### config.mk
export PLATFORM = sky130hd
export DESIGN_NAME = sync_serial_clock_and_shift
export DESIGN_NICKNAME = d
export VERILOG_FILES = /design/src/sync_serial_pkg.sv /design/src/clk_div_if.sv /design/src/serial_clk_div.sv /design/src/sync_serial_clock_and_shift.sv
export VERILOG_INCLUDE_DIRS = /design/src
export SDC_FILE = /design/constraint.sdc
export NUM_CORES = 1
export LEC_CHECK = 0
export ABC_CLOCK_PERIOD_IN_PS = 5500
export BUFFER_PORTS_ARGS = -buffer_cell sky130_fd_sc_hd__buf_2
export CORE_ASPECT_RATIO = 2
export CORE_MARGIN = 2
export CORE_UTILIZATION = 45
export CTS_BUF_LIST = sky130_fd_sc_hd__clkbuf_4
export DETAILED_ROUTE_END_ITERATION = 7
export PLACE_DENSITY_LB_ADDON = 0.25
export SYNTH_ARGS = -nofsm -noshare
export SYNTH_HDL_FRONTEND = slang
export SYNTH_SLANG_ARGS = --single-unit
### constraint.sdc
create_clock -name core_clk -period 5.5 [get_ports core_clk]
set_clock_uncertainty 0.15 [all_clocks]
set_input_delay 0.275 -clock core_clk [delete_from_list [all_inputs] [get_ports core_clk]]
set_output_delay 0.275 -clock core_clk [all_outputs]
set_load 0.05 [all_outputs]
### src/sync_serial_defs.svh
// Register offsets, field positions, reset values and clock counts of the serial port
`ifndef SYNC_SERIAL_DEFS_SVH
`define SYNC_SERIAL_DEFS_SVH

`define OFF_CTRL 5'h00
`define OFF_STATUS 5'h04
`define OFF_TXBUF 5'h08
`define OFF_RXBUF 5'h0c
`define OFF_CLKCFG 5'h10

`define CTRL_START 7
`define CTRL_FORCE_STOP 6
`define CTRL_MODE_HI 5
`define CTRL_MODE_LO 4
`define CTRL_ORDER 3
`define CTRL_SEL_HI 2
`define CTRL_SEL_LO 0

`define STAT_BUSY 7
`define STAT_PARTIAL 6
`define STAT_TX_EMPTY 5
`define STAT_RX_FULL 4
`define STAT_TX_ERR 3
`define STAT_RX_ERR 2

`define CFG_DIV_SRC 0
`define CFG_LOW_SPEED 1
`define CFG_RESERVED_SEL 2

`define CTRL_RESET 8'h00
`define STATUS_RESET 8'h20

`define SEL_EXT 3'h7
`define SEL_SLOW 3'h0
`define MODE_TX 2'h0
`define MODE_RX 2'h1
`define MODE_TXRX 2'h2

`define CORE_CLK_NS 100
`define FC_EXP_BASE 4'h9
`define FC_EXP_SLOW 4'hc
`define FS_HALF_EDGES 12'h008

`endif

### src/sync_serial_pkg.sv
// Types shared by the serial port modules
package sync_serial_pkg;
   typedef enum logic {ST_IDLE, ST_SHIFT} shift_state_t;

   typedef struct packed {
      logic [11:0] cnt;
      logic lowPrev;
      logic tick;
   } div_state_t;

   typedef struct packed {
      logic start;
      logic [1:0] mode;
      logic order;
      logic [2:0] clkSel;
      logic divSrc;
      logic lowSpeed;
      shift_state_t state;
      logic [3:0] bitCnt;
      logic lowPhase;
      logic [7:0] txShift;
      logic [7:0] rxShift;
      logic [7:0] txBuf;
      logic [7:0] rxBuf;
      logic txEmpty;
      logic rxFull;
      logic txErr;
      logic rxErr;
      logic busy;
      logic sckOut;
      logic sckOe;
      logic serOut;
      logic sync1;
      logic sync2;
      logic sync3;
      logic pready;
      logic pslverr;
      logic [31:0] prdata;
   } port_state_t;
endpackage
### src/clk_div_if.sv
// Carrier between the shift engine and the serial clock divider
`timescale 1ns/10ps
interface clk_div_if;
   logic [2:0] sel;
   logic divSrc;
   logic lowSpeed;
   logic lowClk;
   logic halfTick;
   logic reservedSel;
   modport engine (output sel, output divSrc, output lowSpeed, output lowClk, input halfTick, input reservedSel);
   modport divider (input sel, input divSrc, input lowSpeed, input lowClk, output halfTick, output reservedSel);
endinterface

### src/serial_clk_div.sv
// Half-period tick generator for the internal serial clock
`timescale 1ns/10ps
`include "sync_serial_defs.svh"
module serial_clk_div (
   input wire logic core_clk,
   input wire logic rst,
   clk_div_if.divider div
);
   import sync_serial_pkg::*;

   div_state_t s;
   div_state_t n;
   logic fsMode;
   logic advance;
   logic [11:0] half;
   logic [3:0] exponent;

   // Slow code follows the low clock when the source bit or low-speed mode says so
   assign fsMode = (div.sel == `SEL_SLOW) && (div.divSrc || div.lowSpeed);
   assign div.reservedSel = div.lowSpeed && (div.sel != `SEL_SLOW) && (div.sel != `SEL_EXT);
   assign exponent = (div.sel == `SEL_SLOW) ? `FC_EXP_SLOW : 4'(`FC_EXP_BASE - {1'b0, div.sel});
   assign half = fsMode ? `FS_HALF_EDGES : 12'(12'h001 << (exponent - 4'h1));
   assign advance = fsMode ? (div.lowClk && !s.lowPrev) : 1'b1;
   assign div.halfTick = s.tick;

   always_comb begin
      n = s;
      n.tick = 1'b0;
      n.lowPrev = div.lowClk;
      if (div.reservedSel || div.sel == `SEL_EXT) begin
         n.cnt = 12'h000;
      end else if (advance) begin
         if (s.cnt >= half - 12'h001) begin
            n.cnt = 12'h000;
            n.tick = 1'b1;
         end else begin
            n.cnt = s.cnt + 12'h001;
         end
      end
   end

   always_ff @(posedge core_clk) begin
      if (rst) begin
         s <= '0;
      end else begin
         s <= n;
      end
   end

   logic [11:0] gap;
   logic seenTick;
   logic [2:0] selPrev;
   logic fsPrev;
   // A change of source with the same code must also restart the spacing check
   always_ff @(posedge core_clk) begin
      if (rst) begin
         gap <= 12'h000;
         seenTick <= 1'b0;
         selPrev <= 3'h0;
         fsPrev <= 1'b0;
      end else begin
         gap <= s.tick ? 12'h000 : gap + 12'h001;
         selPrev <= div.sel;
         fsPrev <= fsMode;
         seenTick <= (div.sel != selPrev || fsMode != fsPrev) ? 1'b0 : (seenTick || s.tick);
      end
   end
endmodule

### src/sync_serial_clock_and_shift.sv
// Clock selection and bit shifter of the synchronous serial port with its APB registers
//
// The address map and register access over APB were chosen for this implementation.
`timescale 1ns/10ps
`include "sync_serial_defs.svh"
// Functional notes
// - Any selection except 111 drives the pin; all but the low-speed reserved codes make the clock internally.
// - Internal clock pin stays high before and after each transfer.
// - Internal clock stops while transmit byte unwritten in transmit modes or received byte unread in receive modes.
// - After buffer access the clock resumes within one serial clock period.
// - Codes 001 to 110 divide the fast clock by 2^8 down to 2^3.
// - Code 000 divides fast clock by 2^12, or slow clock by 2^4.
// - In low-speed modes only codes 000 and 111 work, 000 as slow clock over 2^4.
// - Code 111 takes the clock the partner drives onto the pin.
// - Transmit bits change on the falling edge of the clock pin.
// - Receive bits are sampled on the rising edge of the clock pin.
// - One bit-order setting serves both transmit and receive.
// - Order zero moves bit 7 first, order one moves bit 0 first.
// - Busy flag is one during a transfer and zero after it ends.
// - Transmit waits at high clock after last bit until buffer written.
// - Receive waits at high clock after eight bits until buffer read.
module sync_serial_clock_and_shift #(
   parameter int ADDR_W = 8
) (
   input wire logic core_clk,
   input wire logic rst,
   input wire logic psel,
   input wire logic penable,
   input wire logic pwrite,
   input wire logic [ADDR_W-1:0] paddr,
   input wire logic [31:0] pwdata,
   output logic [31:0] prdata,
   output logic pready,
   output logic pslverr,
   input wire logic serialClockIn,
   output logic serialClockOut,
   output logic serialClockOe,
   output logic serialOut,
   input wire logic serialIn,
   input wire logic lowFreqClock
);
   import sync_serial_pkg::*;

   initial begin
      if (ADDR_W < 5) begin
         $error("ADDR_W too small for the register map");
      end
   end

   function automatic logic hitReg(input logic [ADDR_W-1:0] addr, input logic [4:0] off);
      hitReg = (addr[4:0] == off) && (addr[ADDR_W-1:5] == '0);
   endfunction

   function automatic logic [7:0] shiftOn(input logic [7:0] v, input logic lsbFirst, input logic fill);
      shiftOn = lsbFirst ? {fill, v[7:1]} : {v[6:0], fill};
   endfunction

   port_state_t s;
   port_state_t n;
   clk_div_if divBus ();

   logic extClk;
   logic txMode;
   logic rxMode;
   logic ready;
   logic fallEv;
   logic riseEv;
   logic [7:0] rxNext;
   logic [7:0] loadWord;

   serial_clk_div clkDiv (
      .core_clk(core_clk),
      .rst(rst),
      .div(divBus.divider)
   );

   assign divBus.sel = s.clkSel;
   assign divBus.divSrc = s.divSrc;
   assign divBus.lowSpeed = s.lowSpeed;
   assign divBus.lowClk = lowFreqClock;

   assign extClk = (s.clkSel == `SEL_EXT);
   assign txMode = (s.mode == `MODE_TX) || (s.mode == `MODE_TXRX);
   assign rxMode = (s.mode == `MODE_RX) || (s.mode == `MODE_TXRX);
   // Next byte may start only once software has serviced each buffer the current mode uses
   assign ready = s.start && (!txMode || !s.txEmpty) && (!rxMode || !s.rxFull);
   // Only the second and third synchroniser stages feed the edge detector
   always_comb begin
      if (extClk) begin
         fallEv = s.sync3 && !s.sync2 && !s.lowPhase && (s.state == ST_SHIFT || s.start);
         riseEv = !s.sync3 && s.sync2 && s.lowPhase;
      end else begin
         fallEv = divBus.halfTick && !s.lowPhase && ((s.bitCnt != 4'h0) || ready);
         riseEv = divBus.halfTick && s.lowPhase;
      end
   end
   assign rxNext = shiftOn(s.rxShift, s.order, serialIn);
   // Underrun in receive-only or error case sends ones so the line stays high
   assign loadWord = (txMode && !s.txEmpty) ? s.txBuf : 8'hff;

   always_comb begin
      logic forceStop;
      forceStop = 1'b0;
      n = s;
      n.pready = 1'b0;
      n.pslverr = 1'b0;
      n.sync1 = serialClockIn;
      n.sync2 = s.sync1;
      n.sync3 = s.sync2;
      n.sckOe = !extClk;

      // Register access, answered one cycle into the access phase
      if (psel && penable && !s.pready) begin
         n.pready = 1'b1;
         n.prdata = 32'h0000_0000;
         if (hitReg(paddr, `OFF_CTRL)) begin
            if (pwrite) begin
               n.start = pwdata[`CTRL_START];
               n.mode = pwdata[`CTRL_MODE_HI:`CTRL_MODE_LO];
               n.order = pwdata[`CTRL_ORDER];
               n.clkSel = pwdata[`CTRL_SEL_HI:`CTRL_SEL_LO];
               forceStop = pwdata[`CTRL_FORCE_STOP];
            end else begin
               n.prdata[`CTRL_START] = s.start;
               n.prdata[`CTRL_MODE_HI:`CTRL_MODE_LO] = s.mode;
               n.prdata[`CTRL_ORDER] = s.order;
               n.prdata[`CTRL_SEL_HI:`CTRL_SEL_LO] = s.clkSel;
            end
         end else if (hitReg(paddr, `OFF_STATUS)) begin
            if (pwrite) begin
               n.txErr = s.txErr && pwdata[`STAT_TX_ERR];
               n.rxErr = s.rxErr && pwdata[`STAT_RX_ERR];
            end else begin
               n.prdata[`STAT_BUSY] = s.busy;
               n.prdata[`STAT_PARTIAL] = (s.state == ST_SHIFT) && (s.bitCnt != 4'h0 || s.lowPhase);
               n.prdata[`STAT_TX_EMPTY] = s.txEmpty;
               n.prdata[`STAT_RX_FULL] = s.rxFull;
               n.prdata[`STAT_TX_ERR] = s.txErr;
               n.prdata[`STAT_RX_ERR] = s.rxErr;
            end
         end else if (hitReg(paddr, `OFF_TXBUF)) begin
            // A write into a full buffer is dropped
            if (pwrite && s.txEmpty) begin
               n.txBuf = pwdata[7:0];
               n.txEmpty = 1'b0;
            end
         end else if (hitReg(paddr, `OFF_RXBUF)) begin
            if (!pwrite) begin
               n.prdata[7:0] = s.rxBuf;
               n.rxFull = 1'b0;
            end
         end else if (hitReg(paddr, `OFF_CLKCFG)) begin
            if (pwrite) begin
               n.divSrc = pwdata[`CFG_DIV_SRC];
               n.lowSpeed = pwdata[`CFG_LOW_SPEED];
            end else begin
               n.prdata[`CFG_DIV_SRC] = s.divSrc;
               n.prdata[`CFG_LOW_SPEED] = s.lowSpeed;
               n.prdata[`CFG_RESERVED_SEL] = divBus.reservedSel;
            end
         end else begin
            n.pslverr = 1'b1;
         end
      end

      // Hardware events come after register access so a set beats a clear, except a force stop, which is applied last
      if (fallEv) begin
         n.lowPhase = 1'b1;
         n.state = ST_SHIFT;
         n.busy = 1'b1;
         if (!extClk) begin
            n.sckOut = 1'b0;
         end
         if (s.bitCnt == 4'h0) begin
            n.serOut = s.order ? loadWord[0] : loadWord[7];
            n.txShift = shiftOn(loadWord, s.order, 1'b1);
            if (txMode) begin
               n.txEmpty = 1'b1;
               if (s.txEmpty) begin
                  n.txErr = 1'b1;
               end
            end
         end else begin
            n.serOut = s.order ? s.txShift[0] : s.txShift[7];
            n.txShift = shiftOn(s.txShift, s.order, 1'b1);
         end
      end

      if (riseEv) begin
         n.lowPhase = 1'b0;
         n.rxShift = rxNext;
         n.bitCnt = s.bitCnt + 4'h1;
         if (!extClk) begin
            n.sckOut = 1'b1;
         end
         if (s.bitCnt == 4'h7) begin
            n.bitCnt = 4'h0;
            if (rxMode) begin
               if (s.rxFull && !(n.rxFull == 1'b0)) begin
                  n.rxErr = 1'b1;
               end else begin
                  n.rxBuf = rxNext;
                  n.rxFull = 1'b1;
               end
            end
            if (!s.start) begin
               n.state = ST_IDLE;
               n.busy = 1'b0;
               n.serOut = 1'b1;
            end
         end
      end

      // Between bytes with start cleared the engine also goes idle
      if (s.state == ST_SHIFT && s.bitCnt == 4'h0 && !s.lowPhase && !s.start && !fallEv) begin
         n.state = ST_IDLE;
         n.busy = 1'b0;
         n.serOut = 1'b1;
      end

      if (extClk) begin
         n.sckOut = 1'b1;
      end

      if (forceStop) begin
         n.start = 1'b0;
         n.state = ST_IDLE;
         n.busy = 1'b0;
         n.bitCnt = 4'h0;
         n.lowPhase = 1'b0;
         n.txBuf = 8'h00;
         n.rxBuf = 8'h00;
         n.txEmpty = 1'b1;
         n.rxFull = 1'b0;
         n.txErr = 1'b0;
         n.rxErr = 1'b0;
         n.serOut = 1'b1;
         n.sckOut = 1'b1;
      end
   end

   always_ff @(posedge core_clk) begin
      if (rst) begin
         s <= '0;
         s.txEmpty <= 1'b1;
         s.sckOut <= 1'b1;
         s.sckOe <= 1'b1;
         s.serOut <= 1'b1;
         s.sync1 <= 1'b1;
         s.sync2 <= 1'b1;
         s.sync3 <= 1'b1;
      end else begin
         s <= n;
      end
   end

   assign prdata = s.prdata;
   assign pready = s.pready;
   assign pslverr = s.pslverr;
   assign serialClockOut = s.sckOut;
   assign serialClockOe = s.sckOe;
   assign serialOut = s.serOut;

   localparam int RESUME_MAX = 258;
endmodule

==> results of run 1 <==
-- layout make-up --
class / instances / area [um^2]
clock inverter: 5 / 62.6
tap: 135 / 169
timing repair buffer: 52 / 325
inverter: 17 / 63.8
sequential: 82 / 1640
clock buffer: 11 / 82.6
multi-input combinational: 406 / 2640
antenna: 1 / 2.50
fill: 1006 / 5100
-- kinds of logic (layout without fill, tap and decap cells) --
logic type / Yosys count / count (layout) / share of synthesized area
compound gates: 121 / 121 / 0.180
xor+xnor: 16 / 16 / 0.0303
fa+ha+maj: 21 / 21 / 0.0567
buf+inv: 81 / 85 / 0.0959
flops: 82 / 82 / 0.354
mux: 39 / 39 / 0.0851
other cells: 1 / 25 / 0.000810
simple gates: 185 / 185 / 0.197
-- per-stage QoR --
step	util	cells	hold WS [ns]
after floorplan	-	569	0.229
after global placement	0.470	682	0.249
final	0.494	709	0.0800
after global routing	0.494	709	0.0863
after CTS	0.494	708	0.0533
after detailed placement	0.470	682	0.252
-- critical path, delay by kind of cell, from the launching register on --
family,cells,cell delay [ns]
AND/OR/NAND/NOR,4,0.57
adder cells (fa/ha/maj),2,0.72
buffers and inverters,2,0.29
AO/OA/AOI/OAI,8,1.97
flip-flops,1,0.35
-- synth_stat cells, types with 3 or more instances --
library cell  count  area share
a221o_1           8       0.017
nor4_1            4      0.0054
clkbuf_1         20       0.016
buf_2             7      0.0076
inv_1            17       0.014
a21oi_1          45       0.049
ha_1             21       0.057
o21bai_1          3      0.0049
nor3_1            8      0.0086
nand3_1          22       0.024
and2_1            4      0.0054
xor2_1            8       0.015
nor2_1           54       0.044
buf_4            33       0.053
dfxtp_1          82        0.35
nand2_1          46       0.037
o21ai_0          12       0.013
nand2b_1          5      0.0068
and3_1            5      0.0068
xnor2_1           8       0.015
o21a_1            4      0.0065
nand3b_1          3      0.0049
and4_1            3      0.0057
mux2_2            3      0.0073
or2_2            12       0.016
o211ai_1          3      0.0049
nor2b_1           4      0.0054
a211oi_1          9       0.015
a22oi_1           6      0.0097
mux2i_1          36       0.078
a21o_1            7       0.011
buf_1             3      0.0024
nand4_1           4      0.0054
a31oi_1           3      0.0041
-- power by group through the flow --
stage                     Sequential, uW  Combinational (uW)  Clock [uW]
after floorplan                      615                72.7           0
after global placement               614                79.8           0
after detailed placement             614                80.7           0
after CTS                            601                86.2         388
after global routing                 602                93.0         415
final                                601                86.2         376
-- cell usage in the layout, fill, tap and decap left out, drive strengths merged, types with 9 or more instances in the layout --
cell	n
nand2	46
a211oi	9
clkbuf	11
buf	42
dfxtp	82
dlygate4sd3	10
nor2	54
mux2i	36
ha	21
a21oi	45
conb	24
nand3	24
or2	14
inv	18
o21ai	12
-- layer usage --
metal	global-route usage	up-vias	wire length, um	share of wire
met5	0	-	0	0
met4	0.121	0	597	0.053
met3	0.0436	34	387	0.034
met2	0.384	99	6070	0.54
met1	0.220	1812	4180	0.37
li1	-	1923	-	-
-- worst paths after layout --
path / from / slack, ns / cells after the start / end
worst min-delay path: serialIn / 0.08 / 3 / s[68]$_SDFFE_PP0P_
worst max-delay path: divBus.sel[1]$_SDFFE_PP0P_ / 1.39 / 16 / clkDiv.s[7]$_SDFFE_PP0N_
worst max register to register: divBus.sel[1]$_SDFFE_PP0P_ / 1.39 / 16 / clkDiv.s[7]$_SDFFE_PP0N_
worst min register to register: n[35]$_SDFF_PP1_ / 0.29 / 1 / n[34]$_SDFF_PP1_
-- what timing repair did --
| item | CTS | global route |
|---|---|---|
| hold buffers | 10 | 0 |
| buffers inserted | 0 | 0 |
| gates resized for setup | 0 | 0 |
| hold endpoints to repair | 19 | 0 |
-- state kept, by name (all words and copies together), names as in the netlist, named ones only --
register	cells
n	2
s	48
clkDiv.s	13
pslverr	1
prdata	8
divBus.lowSpeed	1
serialOut	1
serialClockOe	1
divBus.sel	3
divBus.divSrc	1
pready	1
clkDiv.div.halfTick	1
==> metrics.md, run 1 <==
| Metric | Value |
|---|---|
| Initial core utilization | 0.459 |
| Post-synth EDFFs | 0 |
| Via Count | 3,868 |
| Net Switching | 295 uW |
| Setup TNS | 0 ns |
| H-tree levels | 3 |
| Mapped Cells | 546 |
| Drt wl/cell | 15.9 um |
| Synth warn | 0 |
| Internal power | 769 uW |
| CORE AREA | 0.0101 mm^2 |
| CTS tree | yes |
| Initial antenna violation count | 1 |
| Combinational Power Share | 0.081 |
| Total power | 1060 uW |
| First-pass GRT wire length | 18,300 um |
| RSZ-0062 raised after global routing | no |
| Post-Route WL | 11,200 um |
| Endpoints failing hold | 0 |
| Status | completed |
| Fin area | 0.00499 mm^2 |
| Vias per cell | 5.46 |
| DP HPWL | 8440 um |
| Tmin final | 4.11 ns |
| IO Count | 85 |
| Sw Share | 0.277 |
| Placer Congestion | 0.871 |
| DP Worst Slack | 1.46 ns |
| Pwr Density | 213 mW/mm^2 |
| Fmax | 244 MHz |
| Die W | 75.7 um |
| Slowest cell delay on critical path | 0.72 ns |
| Nets | 637 |
| Sequential power share | 0.565 |
| Placed Area | 0.00474 mm^2 |
| Cell chain of the critical path | inv_1, ha_1, nor2b_1, a221oi_1, nor4_1, a311oi_1, nor2_1, a21oi_1, ha_1, a21o_1, a21o_1, a21o_1, a21oi_1, o21ai_0, buf_4, nor2_1 |
| Worst EP arrival | 4.36 ns |
| Slowest stage cell, crit path | a221oi_1 |
| Worst VDD drop | 0.135 mV |
| Syn Area/Cell | 8.48 um^2 |
| P&R area growth vs syn | 7.64% |
| Critical Path RT | 5.75 ns |
| Clock slew at reported path FFs | 0.14 ns |
| TritonCTS Buffers | 9 |
| Crit end category | register |
| Final Max Slew Viols | 0 |
| Critical Setup Path Class | reg2reg |
| Async SR Flop Fraction | 0 |
| Total gr overflow | 0 |
| Final ANT Viol Nets | 0 |
| Synthesized cell area | 0.00463 mm^2 |
| CTS root buf | clkbuf_4 |
| Seq cells post-synth | 82 |
| Die Span Y | 147 um |
| Leak | 0.00196 uW |
| Largest net degree at the start of global routing | 42 |
| Longest Clk Path Bufs | 2 |
| Top cell by count, worst path | a21o_1 |
| Worst setup margin | 1.39 ns |
| Number of I/O port buffers | 36 |
| DR iter-0 viols | 246 |
| DRT Pass-1 Iters | 4 |
| GRT Resource Usage Total | 0.215 |
| Share of cells above drive strength 1 | 0.145 |
| Seq/Total Area, Yosys | 0.354 |
| Final setup viols | 0 |
| Top FF cell, synth | dfxtp_1 |
| Sink Count | 82 |
| CP max FO | 12 |
| Slew Limit Headroom | 0.331 |
| Clk_lat worst skew | 0.46 ns |
| Crit path launch type | register |
| Residual DRC | 0 |
| Maxcap violations | 0 |
| Number of global-route vias before repair | 3,733 |
| Worst-margin pin slew | 1.00 ns |
| Std-Cell Rows | 52 |
| Netlist cell types | 61 |
| Die ar. | 0.0112 mm^2 |
| Tcrit/Tclk final | 0.747 |
| Hold crit path type | in2reg |
| Clk network pwr share | 0.354 |
Power figures use the tool's default switching activity.
==> run 2, diff against run 1 <==
--- a/config.mk
+++ b/config.mk
@@ -6,7 +6,8 @@
 export SDC_FILE = /design/constraint.sdc
 export NUM_CORES = 1
 export LEC_CHECK = 0
-export ABC_CLOCK_PERIOD_IN_PS = 5500
+export ABC_AREA = 1
+export ABC_CLOCK_PERIOD_IN_PS = 3400
 export BUFFER_PORTS_ARGS = -buffer_cell sky130_fd_sc_hd__buf_2
 export CORE_ASPECT_RATIO = 2
 export CORE_MARGIN = 2
==> constraint.sdc (replaced) <==
create_clock -name core_clk -period 3.4 [get_ports core_clk]
set_clock_uncertainty 0.15 [all_clocks]
set_input_delay 0.17 -clock core_clk [delete_from_list [all_inputs] [get_ports core_clk]]
set_output_delay 0.17 -clock core_clk [all_outputs]
set_load 0.05 [all_outputs]
==> run 2 against run 1 <==
Critical path depth is 5 higher. Final area is 9.2% higher. Clock power is 28% higher. Non-clock buffer count is 8 higher. Setup slack worse by 1.1 ns. Clock-buffer cell count is 2 lower. Maximum frequency is 33% higher.
==> metrics.md, run 2 <==
| Metric | Value |
|---|---|
| Most common cell in the netlist | nand2_1 |
| Clock slew at reported path FFs | 0.14 ns (about the same) |
| Placer Congestion | 0.878 (+0.75%) |
| CP max FO | 7 (-5) |
| Synth Area in Simple Gates | 0.320 (+0.122) |
| Top cell type's share of synthesized area | 0.327 (-0.0273) |
| Residual DRC | 0 (unchanged) |
| Most common cell after layout, fill and taps aside | nand2_1 |
| Leading area contributor after synthesis | dfxtp_1 |
| Share of cells above drive strength 1 | 0.143 (-0.00199) |
| Most frequent cells in the layout | nand2_1 (161), dfxtp_1 (82), inv_1 (81) |
| Critical Path RT | 3.65 ns (-2.10 ns) |
| Delay-heaviest family, CP | simple AND/OR/NAND/NOR gates |
| Clk_lat worst skew | 0.45 ns (about the same) |
| Number of I/O port buffers | 36 (unchanged) |
| Hold crit path type | in2reg |
| Leak | 0.00241 uW (+23%) |
| Setup TNS | 0 ns (unchanged) |
| Drt wl/cell | 13.6 um (-14%) |
| Slowest cell delay on critical path | 0.33 ns (-0.39 ns) |
| DP HPWL | 10,100 um (+19%) |
| Synth top cells by count | nand2_1 (161), dfxtp_1 (82), inv_1 (81) |
| Async SR Flop Fraction | 0 (unchanged) |
| Tmin final | 3.09 ns (-1.02 ns) |
| Slowest stage cell, crit path | dfxtp_1 |
| Netlist cell types | 41 (-33%) |
| H-tree levels | 3 (unchanged) |
| Slew Limit Headroom | 0.434 (+0.104) |
| Hold Startpoint | paddr[4] |
| Seq/Total Area, Yosys | 0.327 (-0.0273) |
| Maxcap violations | 0 (unchanged) |
| CTS tree | yes |
| Die Span Y | 153 um (+4.0%) |
| Fmax | 324 MHz (+33%) |
| Longest Clk Path Bufs | 2 (unchanged) |
| Post-Synth Adder-Cell Area | 0.0524 (-0.00437) |
| RSZ-0062 raised after global routing | no |
| Top FF cell, synth | dfxtp_1 |
| Biggest register | s |
| Cell chain of the critical path | inv_1, ha_4, inv_1, nand4_1, nand2_2, nor2_2, nand2_1, nor2_2, nand2_1, nand2_1, nand2_1, ha_1, a21oi_1, o21a_1, nand2_1, nor2_1, nand2_1, nand2_1, nand2_1, buf_4, nor2_1 |
| Max reg flops | 48 (unchanged) |
| Pwr Density | 296 mW/mm^2 (+39%) |
| DRT Pass-1 Iters | 4 (unchanged) |
| Placed Area | 0.00517 mm^2 (+9.2%) |
| Worst-margin pin slew | 0.847 ns (-0.156 ns) |
| Hold EP | pslverr$_SDFF_PP0_ |
| Fin area | 0.00544 mm^2 (+9.2%) |
| Compound-Gate Fraction of Synth Area | 0.136 (-0.0435) |
| Die ar. | 0.0121 mm^2 (+8.0%) |
| Seq cells post-synth | 82 (unchanged) |
| First-pass GRT wire length | 20,700 um (+13%) |
| Worst VDD drop | 0.207 mV (+54%) |
| Status | completed |
| Fill count | 1,156 (+15%) |
| Crit path launch type | register |
| TritonCTS Buffers | 9 (unchanged) |
| Crit end category | register |
| Initial core utilization | 0.461 (+0.00205) |
| R2R depth | 21 (+5) |
| Syn Area/Cell | 6.83 um^2 (-20%) |
| Largest net degree at the start of global routing | 31 (-26%) |
| Multiplexer share of the synthesized area | 0.00199 (-0.0831) |
| Final Max Slew Viols | 0 (unchanged) |
| IO Count | 85 (unchanged) |
| Post-Route WL | 12,600 um (+12%) |
| Die W | 78.7 um (+3.9%) |
| CTS root buf | clkbuf_4 |
| Via Count | 4,738 (+22%) |
| Sink Count | 82 (unchanged) |
| Synth warn | 0 (unchanged) |
| XOR/XNOR Fraction of Synth Area | 0.0227 (-0.00757) |
| CORE AREA | 0.0109 mm^2 (+7.9%) |
| Number of global-route vias before repair | 4,621 (+24%) |
| GRT Resource Usage Total | 0.216 (+0.000580) |
| Std-Cell Rows | 54 (+3.8%) |
| Final setup viols | 0 (unchanged) |
| Top cell by count, worst path | nand2_1 |
| Reg2reg end | clkDiv.s[5]$_SDFFE_PP0N_ |
| Final ANT Viol Nets | 0 (unchanged) |
| Vias per cell | 5.12 (-6.1%) |
| Total gr overflow | 0 (unchanged) |
| Worst EP arrival | 3.34 ns (-1.02 ns) |
| Endpoints failing hold | 0 (unchanged) |
| Post-synth EDFFs | 0 (unchanged) |
| DR iter-0 viols | 152 (-38%) |
| Nets | 848 (+33%) |
| Tcrit/Tclk final | 0.909 (+0.162) |
| Synth area leaders | dfxtp_1 (33%), nand2_1 (12%), inv_1 (6.1%) |
| Hold Crit Depth | 4 (+1) |
| Buf/Inv on CP | 3 (+1) |
| Largest family of logic cells by synthesized area | simple AND/OR/NAND/NOR gates |
| Critical Setup Path Class | reg2reg |
| Synthesized cell area | 0.00502 mm^2 (+8.3%) |
| P&R area growth vs syn | 8.45% |
| Reg2reg setup slack | 0.31 ns (-1.08 ns) |
| Mapped Cells | 735 (+35%) |
| Worst r2r src | divBus.sel[1]$_SDFFE_PP0P_ |
| Initial antenna violation count | 1 (unchanged) |
## run 2: layout make-up
cell class | instances | area [um^2] | area share
clock buffer | 9 | 67.6 | 0.0124
tap | 140 | 175 | 0.0322
antenna | 1 | 2.50 | 0.000460
sequential | 82 | 1640 | 0.302
clock inverter | 7 | 36.3 | 0.00667
timing repair buffer | 60 | 393 | 0.0722
inverter | 90 | 338 | 0.0621
multi-input combinational | 536 | 2790 | 0.512
## run 2: power by group
part | internal (uW) | leakage [uW] | switching [uW]
logic | 40.0 | 0.00170 | 121
clock network | 140 | 0.0000542 | 341
registers | 967 | 0.000662 | 5.17
total | 1150 | 0.00241 | 467
## run 2: worst min-delay path: stages
cell     delay (ns)
buf_2          0.13
nand4_1        0.15
nand2_1        0.09
nor3_1         0.05
## run 2: timing repair
item | in CTS | in global routing
hold buffers | 13 | 0
endpoints found under the setup margin | 0 | 11
hold endpoints to repair | 34 | 0
setup buffers | 0 | 1
gates resized for setup | 0 | 5
## run 2: worst max-delay path by stage
stage	start	to	slack, ns	cells after the start
floorplan	divBus.sel[1]$_SDFFE_PP0P_	clkDiv.s[13]$_SDFFE_PP0N_	0.33	19
global placement	divBus.sel[1]$_SDFFE_PP0P_	clkDiv.s[6]$_SDFFE_PP0N_	0.22	19
detailed placement	divBus.sel[1]$_SDFFE_PP0P_	clkDiv.s[5]$_SDFFE_PP0N_	0.15	19
CTS	divBus.sel[1]$_SDFFE_PP0P_	clkDiv.s[5]$_SDFFE_PP0N_	0.13	19
global route	divBus.sel[1]$_SDFFE_PP0P_	clkDiv.s[4]$_SDFFE_PP0N_	0.03	22
finish	divBus.sel[1]$_SDFFE_PP0P_	clkDiv.s[5]$_SDFFE_PP0N_	0.31	21
## run 2: cells by family (layout without fill, tap and decap cells)
| group | Yosys count | in the layout |
|---|---|---|
| compound gates | 128 | 128 |
| flops | 82 | 82 |
| fa+ha+maj | 21 | 21 |
| mux | 1 | 1 |
| other cells | 1 | 25 |
| simple gates | 349 | 349 |
| buf+inv | 140 | 166 |
| xor+xnor | 13 | 13 |
## run 2: per-layer routing
layer	GRT usage	wire length (um)	up-vias
met5	0	0	-
met3	0.0266	253	37
met4	0.124	571	0
met1	0.205	4510	2211
met2	0.424	7280	71
li1	-	-	2419
## run 2: per-stage QoR
| step | setup slack (ns) | instances | hold WS (ns) | utilization | power [uW] |
|---|---|---|---|---|---|
| after global routing | 0.0335 | 925 | 0.0213 | 0.500 | 1680 |
| after detailed placement | 0.151 | 894 | 0.210 | 0.476 | 1140 |
| after floorplan | 0.327 | 758 | 0.0891 | - | 1130 |
| final | 0.310 | 925 | 0.0140 | 0.500 | 1610 |
| after global placement | 0.220 | 894 | 0.211 | 0.476 | 1140 |
| after CTS | 0.134 | 923 | 0.000496 | 0.497 | 1620 |
